--- config.mk ---
export PLATFORM = sky130hd
export DESIGN_NAME = ifm_fetch_port
export DESIGN_NICKNAME = d
export VERILOG_FILES = /design/src/hdl/ifm_read_fsm.v /design/src/hdl/ifm_fetch_port.v
export VERILOG_INCLUDE_DIRS = /design/src /design/src/hdl
export SDC_FILE = /design/constraint.sdc
export NUM_CORES = 1
export LEC_CHECK = 0
export ABC_AREA = 1
export ABC_CLOCK_PERIOD_IN_PS = 6500
export BUFFER_PORTS_ARGS = -buffer_cell sky130_fd_sc_hd__buf_2
export CORE_AREA = 3 3 153 155
export CTS_BUF_LIST = sky130_fd_sc_hd__clkbuf_16
export CTS_CLUSTER_SIZE = 14
export DETAILED_ROUTE_END_ITERATION = 7
export DIE_AREA = 0 0 156 158
export GPL_TIMING_DRIVEN = 1
export PLACE_DENSITY = 0.55
export SLEW_MARGIN = 20
export SYNTH_ARGS = -nofsm -noshare
export SYNTH_HDL_FRONTEND = slang
export SYNTH_SLANG_ARGS = --single-unit
--- constraint.sdc ---
create_clock -name clock -period 6.5 [get_ports clock]
set_input_delay 0.325 -clock clock [delete_from_list [all_inputs] [get_ports clock]]
set_output_delay 0.325 -clock clock [all_outputs]
set_load 0.005 [all_outputs]
--- src/hdl/ifm_defs.vh ---
/*
  constants for the instruction fetch axi4 read master port.
  assumes inclusion by bare name from the design files of this block.
*/
// Contract
// - the write address valid output is held low forever, so no write ever starts.
// - the write data valid output is held low forever, so no write beat is offered.
// - the write response ready output is held low forever, since no write is issued.
// - only reads are issued, yet all write channel signals exist with their handshakes tied off.
// - every read request carries a burst length of zero, one data beat.
// - every read request carries the size code for eight bytes per beat.
// - every read request carries the incrementing burst type code.
// - every read request carries lock low, never an exclusive access.
// - every read request carries memory type all ones, cacheable and allocating.
// - every read request carries protection code with instruction bit set, unprivileged and secure.
// - every read request carries a quality of service of zero.
// - the core reset clears this port and the core complex but not the debug module.
// - the bus to core clock ratio is chosen by the system through the enable, from 1:1 to 1:8.
`ifndef IFM_DEFS_VH
`define IFM_DEFS_VH

// ----------------------------------------------------------------------------
// fixed read request attributes
// ----------------------------------------------------------------------------
`define IFM_ARLEN     8'h00
`define IFM_ARSIZE    3'h3
`define IFM_ARBURST   2'h1
`define IFM_ARLOCK    1'b0
`define IFM_ARCACHE   4'hf
`define IFM_ARPROT    3'h4
`define IFM_ARQOS     4'h0
`define IFM_ARREGION  4'h0

// ----------------------------------------------------------------------------
// tie-off values of the write channels
// ----------------------------------------------------------------------------
`define IFM_TIE_LOW   1'b0
`define IFM_ADDR_ZERO 32'h0000_0000
`define IFM_DATA_ZERO 64'h0000_0000_0000_0000
`define IFM_STRB_ZERO 8'h00

// ----------------------------------------------------------------------------
// read channel state codes
// ----------------------------------------------------------------------------
`define IFM_ST_IDLE   2'h0
`define IFM_ST_ADDR   2'h1
`define IFM_ST_DATA   2'h2

`endif

--- src/hdl/ifm_read_fsm.v ---
/*
  read channel sequencer: one outstanding single-beat read, paced by the bus clock enable.
  assumes the slave honours axi4 and returns one beat per read.
*/
`timescale 1ns/1ns
`include "ifm_defs.vh"

module ifm_read_fsm #(
  parameter TAG_W = 3
) (
  input  wire             clock,
  input  wire             rst_n,
  input  wire             bus_clk_en,
  input  wire             req_valid,
  input  wire [31:0]      req_addr,
  input  wire [TAG_W-1:0] req_tag,
  input  wire             arready,
  input  wire             rvalid,
  input  wire [63:0]      rdata,
  input  wire [1:0]       rresp,
  input  wire [TAG_W-1:0] rid,
  input  wire             rlast,
  output reg              req_ready,
  output reg              arvalid,
  output reg  [31:0]      araddr,
  output reg  [TAG_W-1:0] arid,
  output reg              rready,
  output reg              rsp_valid,
  output reg  [63:0]      rsp_data,
  output reg  [1:0]       rsp_status,
  output reg  [TAG_W-1:0] rsp_tag,
  output reg              rsp_last
);

  reg [1:0] state_reg;

  // --------------------------------------------------------------------------
  // sequencer
  // --------------------------------------------------------------------------
  always @(posedge clock or negedge rst_n) begin
    if (!rst_n) begin
      state_reg  <= `IFM_ST_IDLE;
      req_ready  <= 1'b0;
      arvalid    <= 1'b0;
      araddr     <= `IFM_ADDR_ZERO;
      arid       <= {TAG_W{1'b0}};
      rready     <= 1'b0;
      rsp_valid  <= 1'b0;
      rsp_data   <= `IFM_DATA_ZERO;
      rsp_status <= 2'h0;
      rsp_tag    <= {TAG_W{1'b0}};
      rsp_last   <= 1'b0;
    end else begin
      rsp_valid <= 1'b0;
      req_ready <= 1'b0;
      if (bus_clk_en) begin
        case (state_reg)
          `IFM_ST_IDLE: begin
            if (req_valid) begin
              arvalid   <= 1'b1;
              araddr    <= req_addr;
              arid      <= req_tag;
              req_ready <= 1'b1;
              state_reg <= `IFM_ST_ADDR;
            end
          end
          `IFM_ST_ADDR: begin
            if (arready) begin
              arvalid   <= 1'b0;
              rready    <= 1'b1;
              state_reg <= `IFM_ST_DATA;
            end
          end
          `IFM_ST_DATA: begin
            if (rvalid) begin
              rready     <= 1'b0;
              rsp_valid  <= 1'b1;
              rsp_data   <= rdata;
              rsp_status <= rresp;
              rsp_tag    <= rid;
              rsp_last   <= rlast;
              state_reg  <= `IFM_ST_IDLE;
            end
          end
          default: begin
            state_reg <= `IFM_ST_IDLE;
          end
        endcase
      end
    end
  end

endmodule // ifm_read_fsm

--- src/hdl/ifm_fetch_port.v ---
/*
  instruction fetch axi4 master port: read-only, write channels tied off.
  assumes core reset is released synchronously and bus_clk_en paces the bus.
*/
`timescale 1ns/1ns
`include "ifm_defs.vh"

module ifm_fetch_port #(
  parameter FETCH_TAG_WIDTH = 3
) (
  input  wire                       clock,
  input  wire                       sys_rst,
  input  wire                       bus_clk_en,
  input  wire                       fetch_req_valid,
  input  wire [31:0]                fetch_req_addr,
  input  wire [FETCH_TAG_WIDTH-1:0] fetch_req_tag,
  output wire                       fetch_req_ready,
  output wire                       fetch_rsp_valid,
  output wire [63:0]                fetch_rsp_data,
  output wire [1:0]                 fetch_rsp_status,
  output wire [FETCH_TAG_WIDTH-1:0] fetch_rsp_tag,
  output wire                       fetch_rsp_last,
  output reg                        axi_awvalid,
  input  wire                       axi_awready,
  output reg  [FETCH_TAG_WIDTH-1:0] axi_awid,
  output reg  [31:0]                axi_awaddr,
  output reg  [7:0]                 axi_awlen,
  output reg  [2:0]                 axi_awsize,
  output reg  [1:0]                 axi_awburst,
  output reg                        axi_awlock,
  output reg  [3:0]                 axi_awcache,
  output reg  [2:0]                 axi_awprot,
  output reg  [3:0]                 axi_awqos,
  output reg  [3:0]                 axi_awregion,
  output reg                        axi_wvalid,
  input  wire                       axi_wready,
  output reg  [63:0]                axi_wdata,
  output reg  [7:0]                 axi_wstrb,
  output reg                        axi_wlast,
  input  wire                       axi_bvalid,
  output reg                        axi_bready,
  input  wire [FETCH_TAG_WIDTH-1:0] axi_bid,
  input  wire [1:0]                 axi_bresp,
  output wire                       axi_arvalid,
  input  wire                       axi_arready,
  output wire [FETCH_TAG_WIDTH-1:0] axi_arid,
  output wire [31:0]                axi_araddr,
  output reg  [7:0]                 axi_arlen,
  output reg  [2:0]                 axi_arsize,
  output reg  [1:0]                 axi_arburst,
  output reg                        axi_arlock,
  output reg  [3:0]                 axi_arcache,
  output reg  [2:0]                 axi_arprot,
  output reg  [3:0]                 axi_arqos,
  output reg  [3:0]                 axi_arregion,
  input  wire                       axi_rvalid,
  output wire                       axi_rready,
  input  wire [FETCH_TAG_WIDTH-1:0] axi_rid,
  input  wire [63:0]                axi_rdata,
  input  wire [1:0]                 axi_rresp,
  input  wire                       axi_rlast
);

  wire rst_n = ~sys_rst;

  // --------------------------------------------------------------------------
  // write channels held disabled
  // --------------------------------------------------------------------------
  always @(posedge clock or posedge sys_rst) begin
    if (sys_rst) begin
      axi_awvalid  <= `IFM_TIE_LOW;
      axi_wvalid   <= `IFM_TIE_LOW;
      axi_bready   <= `IFM_TIE_LOW;
      axi_awid     <= {FETCH_TAG_WIDTH{1'b0}};
      axi_awaddr   <= `IFM_ADDR_ZERO;
      axi_awlen    <= `IFM_ARLEN;
      axi_awsize   <= `IFM_ARSIZE;
      axi_awburst  <= `IFM_ARBURST;
      axi_awlock   <= `IFM_ARLOCK;
      axi_awcache  <= `IFM_ARCACHE;
      axi_awprot   <= `IFM_ARPROT;
      axi_awqos    <= `IFM_ARQOS;
      axi_awregion <= `IFM_ARREGION;
      axi_wdata    <= `IFM_DATA_ZERO;
      axi_wstrb    <= `IFM_STRB_ZERO;
      axi_wlast    <= `IFM_TIE_LOW;
    end else begin
      axi_awvalid  <= `IFM_TIE_LOW;
      axi_wvalid   <= `IFM_TIE_LOW;
      axi_bready   <= `IFM_TIE_LOW;
      axi_awid     <= {FETCH_TAG_WIDTH{1'b0}};
      axi_awaddr   <= `IFM_ADDR_ZERO;
      axi_awlen    <= `IFM_ARLEN;
      axi_awsize   <= `IFM_ARSIZE;
      axi_awburst  <= `IFM_ARBURST;
      axi_awlock   <= `IFM_ARLOCK;
      axi_awcache  <= `IFM_ARCACHE;
      axi_awprot   <= `IFM_ARPROT;
      axi_awqos    <= `IFM_ARQOS;
      axi_awregion <= `IFM_ARREGION;
      axi_wdata    <= `IFM_DATA_ZERO;
      axi_wstrb    <= `IFM_STRB_ZERO;
      axi_wlast    <= `IFM_TIE_LOW;
    end
  end

  // --------------------------------------------------------------------------
  // fixed read attributes
  // --------------------------------------------------------------------------
  always @(posedge clock or posedge sys_rst) begin
    if (sys_rst) begin
      axi_arlen    <= `IFM_ARLEN;
      axi_arsize   <= `IFM_ARSIZE;
      axi_arburst  <= `IFM_ARBURST;
      axi_arlock   <= `IFM_ARLOCK;
      axi_arcache  <= `IFM_ARCACHE;
      axi_arprot   <= `IFM_ARPROT;
      axi_arqos    <= `IFM_ARQOS;
      axi_arregion <= `IFM_ARREGION;
    end else begin
      axi_arlen    <= `IFM_ARLEN;
      axi_arsize   <= `IFM_ARSIZE;
      axi_arburst  <= `IFM_ARBURST;
      axi_arlock   <= `IFM_ARLOCK;
      axi_arcache  <= `IFM_ARCACHE;
      axi_arprot   <= `IFM_ARPROT;
      axi_arqos    <= `IFM_ARQOS;
      axi_arregion <= `IFM_ARREGION;
    end
  end

  // --------------------------------------------------------------------------
  // read sequencer
  // --------------------------------------------------------------------------
  ifm_read_fsm #(
    .TAG_W (FETCH_TAG_WIDTH)
  ) u_read (
    .clock      (clock),
    .rst_n      (rst_n),
    .bus_clk_en (bus_clk_en),
    .req_valid  (fetch_req_valid),
    .req_addr   (fetch_req_addr),
    .req_tag    (fetch_req_tag),
    .arready    (axi_arready),
    .rvalid     (axi_rvalid),
    .rdata      (axi_rdata),
    .rresp      (axi_rresp),
    .rid        (axi_rid),
    .rlast      (axi_rlast),
    .req_ready  (fetch_req_ready),
    .arvalid    (axi_arvalid),
    .araddr     (axi_araddr),
    .arid       (axi_arid),
    .rready     (axi_rready),
    .rsp_valid  (fetch_rsp_valid),
    .rsp_data   (fetch_rsp_data),
    .rsp_status (fetch_rsp_status),
    .rsp_tag    (fetch_rsp_tag),
    .rsp_last   (fetch_rsp_last)
  );

endmodule // ifm_fetch_port

==> run metrics <==
Final Hold Viols 0; Max stage delay on crit path around 0.49 ns; Crit. End Element register; TritonCTS clock tree done; worst path arrival time 2.10 ns; critical path endpoint u_read.rsp_data[32]; initial drt markers 155; Peak Freq 550 MHz; r2r endpoint u_read.rsp_data[32]; max FFs per register 64; biggest regs u_read.rsp_data: 64 flops, u_read.araddr: 32 flops; Distinct cells, synth 14; RePlAce Congestion 0.711; Die Area 0.0246 mm^2; critical path, cell by cell inv_1, nand4_4, inv_2, buf_4, nand2_1, nand2_1; Clock Tree Root clkbuf_16; Seq cells post-synth 111; slowest stage cell, crit path buf_4; pin count of the biggest net entering global routing 72; Critical path buffers and inverters 3; final wirelength approximately 13000 um; Worst-Skew Late Latency between 0.3 and 0.4 ns; Worst path depth 6; Mapped Cells 643; Initial Util between 20% and 30%; Post-Syn Area 0.00547 mm^2; number of global-route vias before repair 3701; VDD IR-drop max between 100 and 150 uV; startpoint types register; # nets final ~970; DRT Pass-1 Iters 4; core area 0.0220 mm^2; synth top area cells dfrtp_1 51%, buf_4 24%, nand2_1 22%; DIE WIDTH around 160 um; number of post-CTS setup repair buffers 0; Fill cells 2392; leakage power 4.02 nW; Placement Cell Area 0.00620 mm^2; first-pass GRT wire length 19600 um; RSZ-0062 raised after global routing false; gr ovfl total 0; Reg2Reg Setup Slack 4.68 ns; setup_tns 0 ns; total of cells resized after clock tree synthesis 0; crit path from u_read.state_reg[0]; Ys Warns 0; DR WL/cell 11.8 um; Hold Buf Count CTS 0; Reg2Reg Depth 6; H-Tree Level Count 3; via count approximately 4.0k; Worst-Margin Slew ~0.77 ns; die height 158 um; Std-Cell Rows 54; DP HPWL ~10000 um; Req. time, crit path 6.78 ns; max_slew headroom about half; Port Buf Inserts 219; Ant. Diodes 0; initial antenna violation count 0; crit-path max FO 50; share of cells above drive strength 1 28.3%; RR Startpoint u_read.state_reg[0]; I/O Pins 397; MaxCap Viol Count 0; cell taking the most area after synthesis dfrtp_1; CTS Buffer Depth 2; Most Frequent Cell on Critical Path nand2_1; final period utilization 28.0%; Yosys top cell area share between 50 and 60%; Seq/Total Area, Yosys 50.8%; design area ~0.0065 mm^2; register name with the most flops u_read.rsp_data; vias per cell 3.55; Worst path top cell family by delay buffers and inverters; Setup-failing EPs final 0; WS Path Type register to register; Antenna Nets Post-Route 0; Hold Crit Class input pin to async pin; Clock Skew 0.0121 ns; synth-to-layout area growth 19.3%; fin crit period approximately 1.8 ns; CTS Sinks 111; drt drc 0; Avg Cell Area, Syn around 8.5 um^2; total global-route track usage 10.1%; Clk pin slew, worst setup/hold paths around 0.08 ns; Max Transition Viols Final 0; Num CTS Buffers 9; multi-input logic area ~0.0019 mm^2; run status complete, no violations; Cell Pwr Density 411 mW/mm^2; Register Area 0.00278 mm^2
## per-layer routing
layer	share of wire [%]	up-vias	track usage (%)	wire (um)
li1	-	2006	-	-
met5	0	-	0	0
met1	38	1806	11.9	5160
met4	1.7	0	4.04	225
met2	51	222	17.5	6830
met3	9.4	12	2.90	1270
## where the power goes
group	internal (mW)	total (mW)	switching (mW)
registers	1.02	1.19	0.169
clock network	0.344	0.617	0.273
logic	0.399	0.870	0.471
total	1.77	2.68	0.913
## layout by cell type (no fill, tap or decap), types with 3 or more instances in the layout
master       n
nand2_1    324
dfrtp_1    111
o21ai_0      3
clkbuf_16    9
buf_2      219
buf_4        4
inv_1        4
conb_1     169
## kinds of logic (layout without fill, tap and decap cells)
logic type / after synthesis / after routing / synth area share [%]
and+or+nand+nor: 330 / 330 / 23.1
other: 2 / 169 / 0.137
AOI/OAI and AO/OA: 3 / 3 / 0.275
buffers and inverters: 197 / 246 / 25.7
DFF: 111 / 111 / 50.8
## how the worst min path moves through the flow
stage	endpoint	slack, ns	depth (start not counted)
after global routing	u_read.araddr[19]	0.14	2
after detailed placement	u_read.rsp_data[31]	0.46	2
after CTS	u_read.araddr[13]	0.10	2
after floorplan	u_read.araddr[0]	0.43	2
final	u_read.araddr[6]	0.08	2
after global placement	u_read.rready	0.45	2
## cells in the mapped netlist (all sizes together)
cell / n
buf: 184
clkbuf: 6
conb: 2
dfrtp: 111
inv: 7
nand2: 324
nand3: 2
nand3b: 1
nand4: 2
nor2: 1
o21ai: 3
## cell type report
cell class                      count  share of cell area, %
Clock inverter                      7                   1.57
Timing Repair Buffer              223                   17.3
Multi-Input combinational cell    502                   29.3
Sequential cell                   111                   42.6
Clock buffer                        9                   3.45
Tap cell                          280                   5.37
Inverter                            7                  0.441
## worst register-to-register path, cell delays in order, from the launching register on
cell and delay (ns):
dfrtp_1 0.42, inv_1 0.12, nand4_4 0.09, inv_2 0.32, buf_4 0.50, nand2_1 0.20, nand2_1 0.09
## through the flow
step	utilization (%)	worst slack (ns)	total power [mW]	hold WS [ns]	instances
6_report	29.7	4.68	2.68	0.0792	1139
5_1_grt	29.7	4.47	2.93	0.136	1139
4_1_cts	29.7	4.58	2.75	0.101	1139
3_5_place_dp	28.2	4.61	2.10	0.460	1123
3_3_place_gp	28.2	4.59	2.08	0.454	1123
2_1_floorplan	-	3.24	1.69	0.435	810
Power figures use the tool's default switching activity.
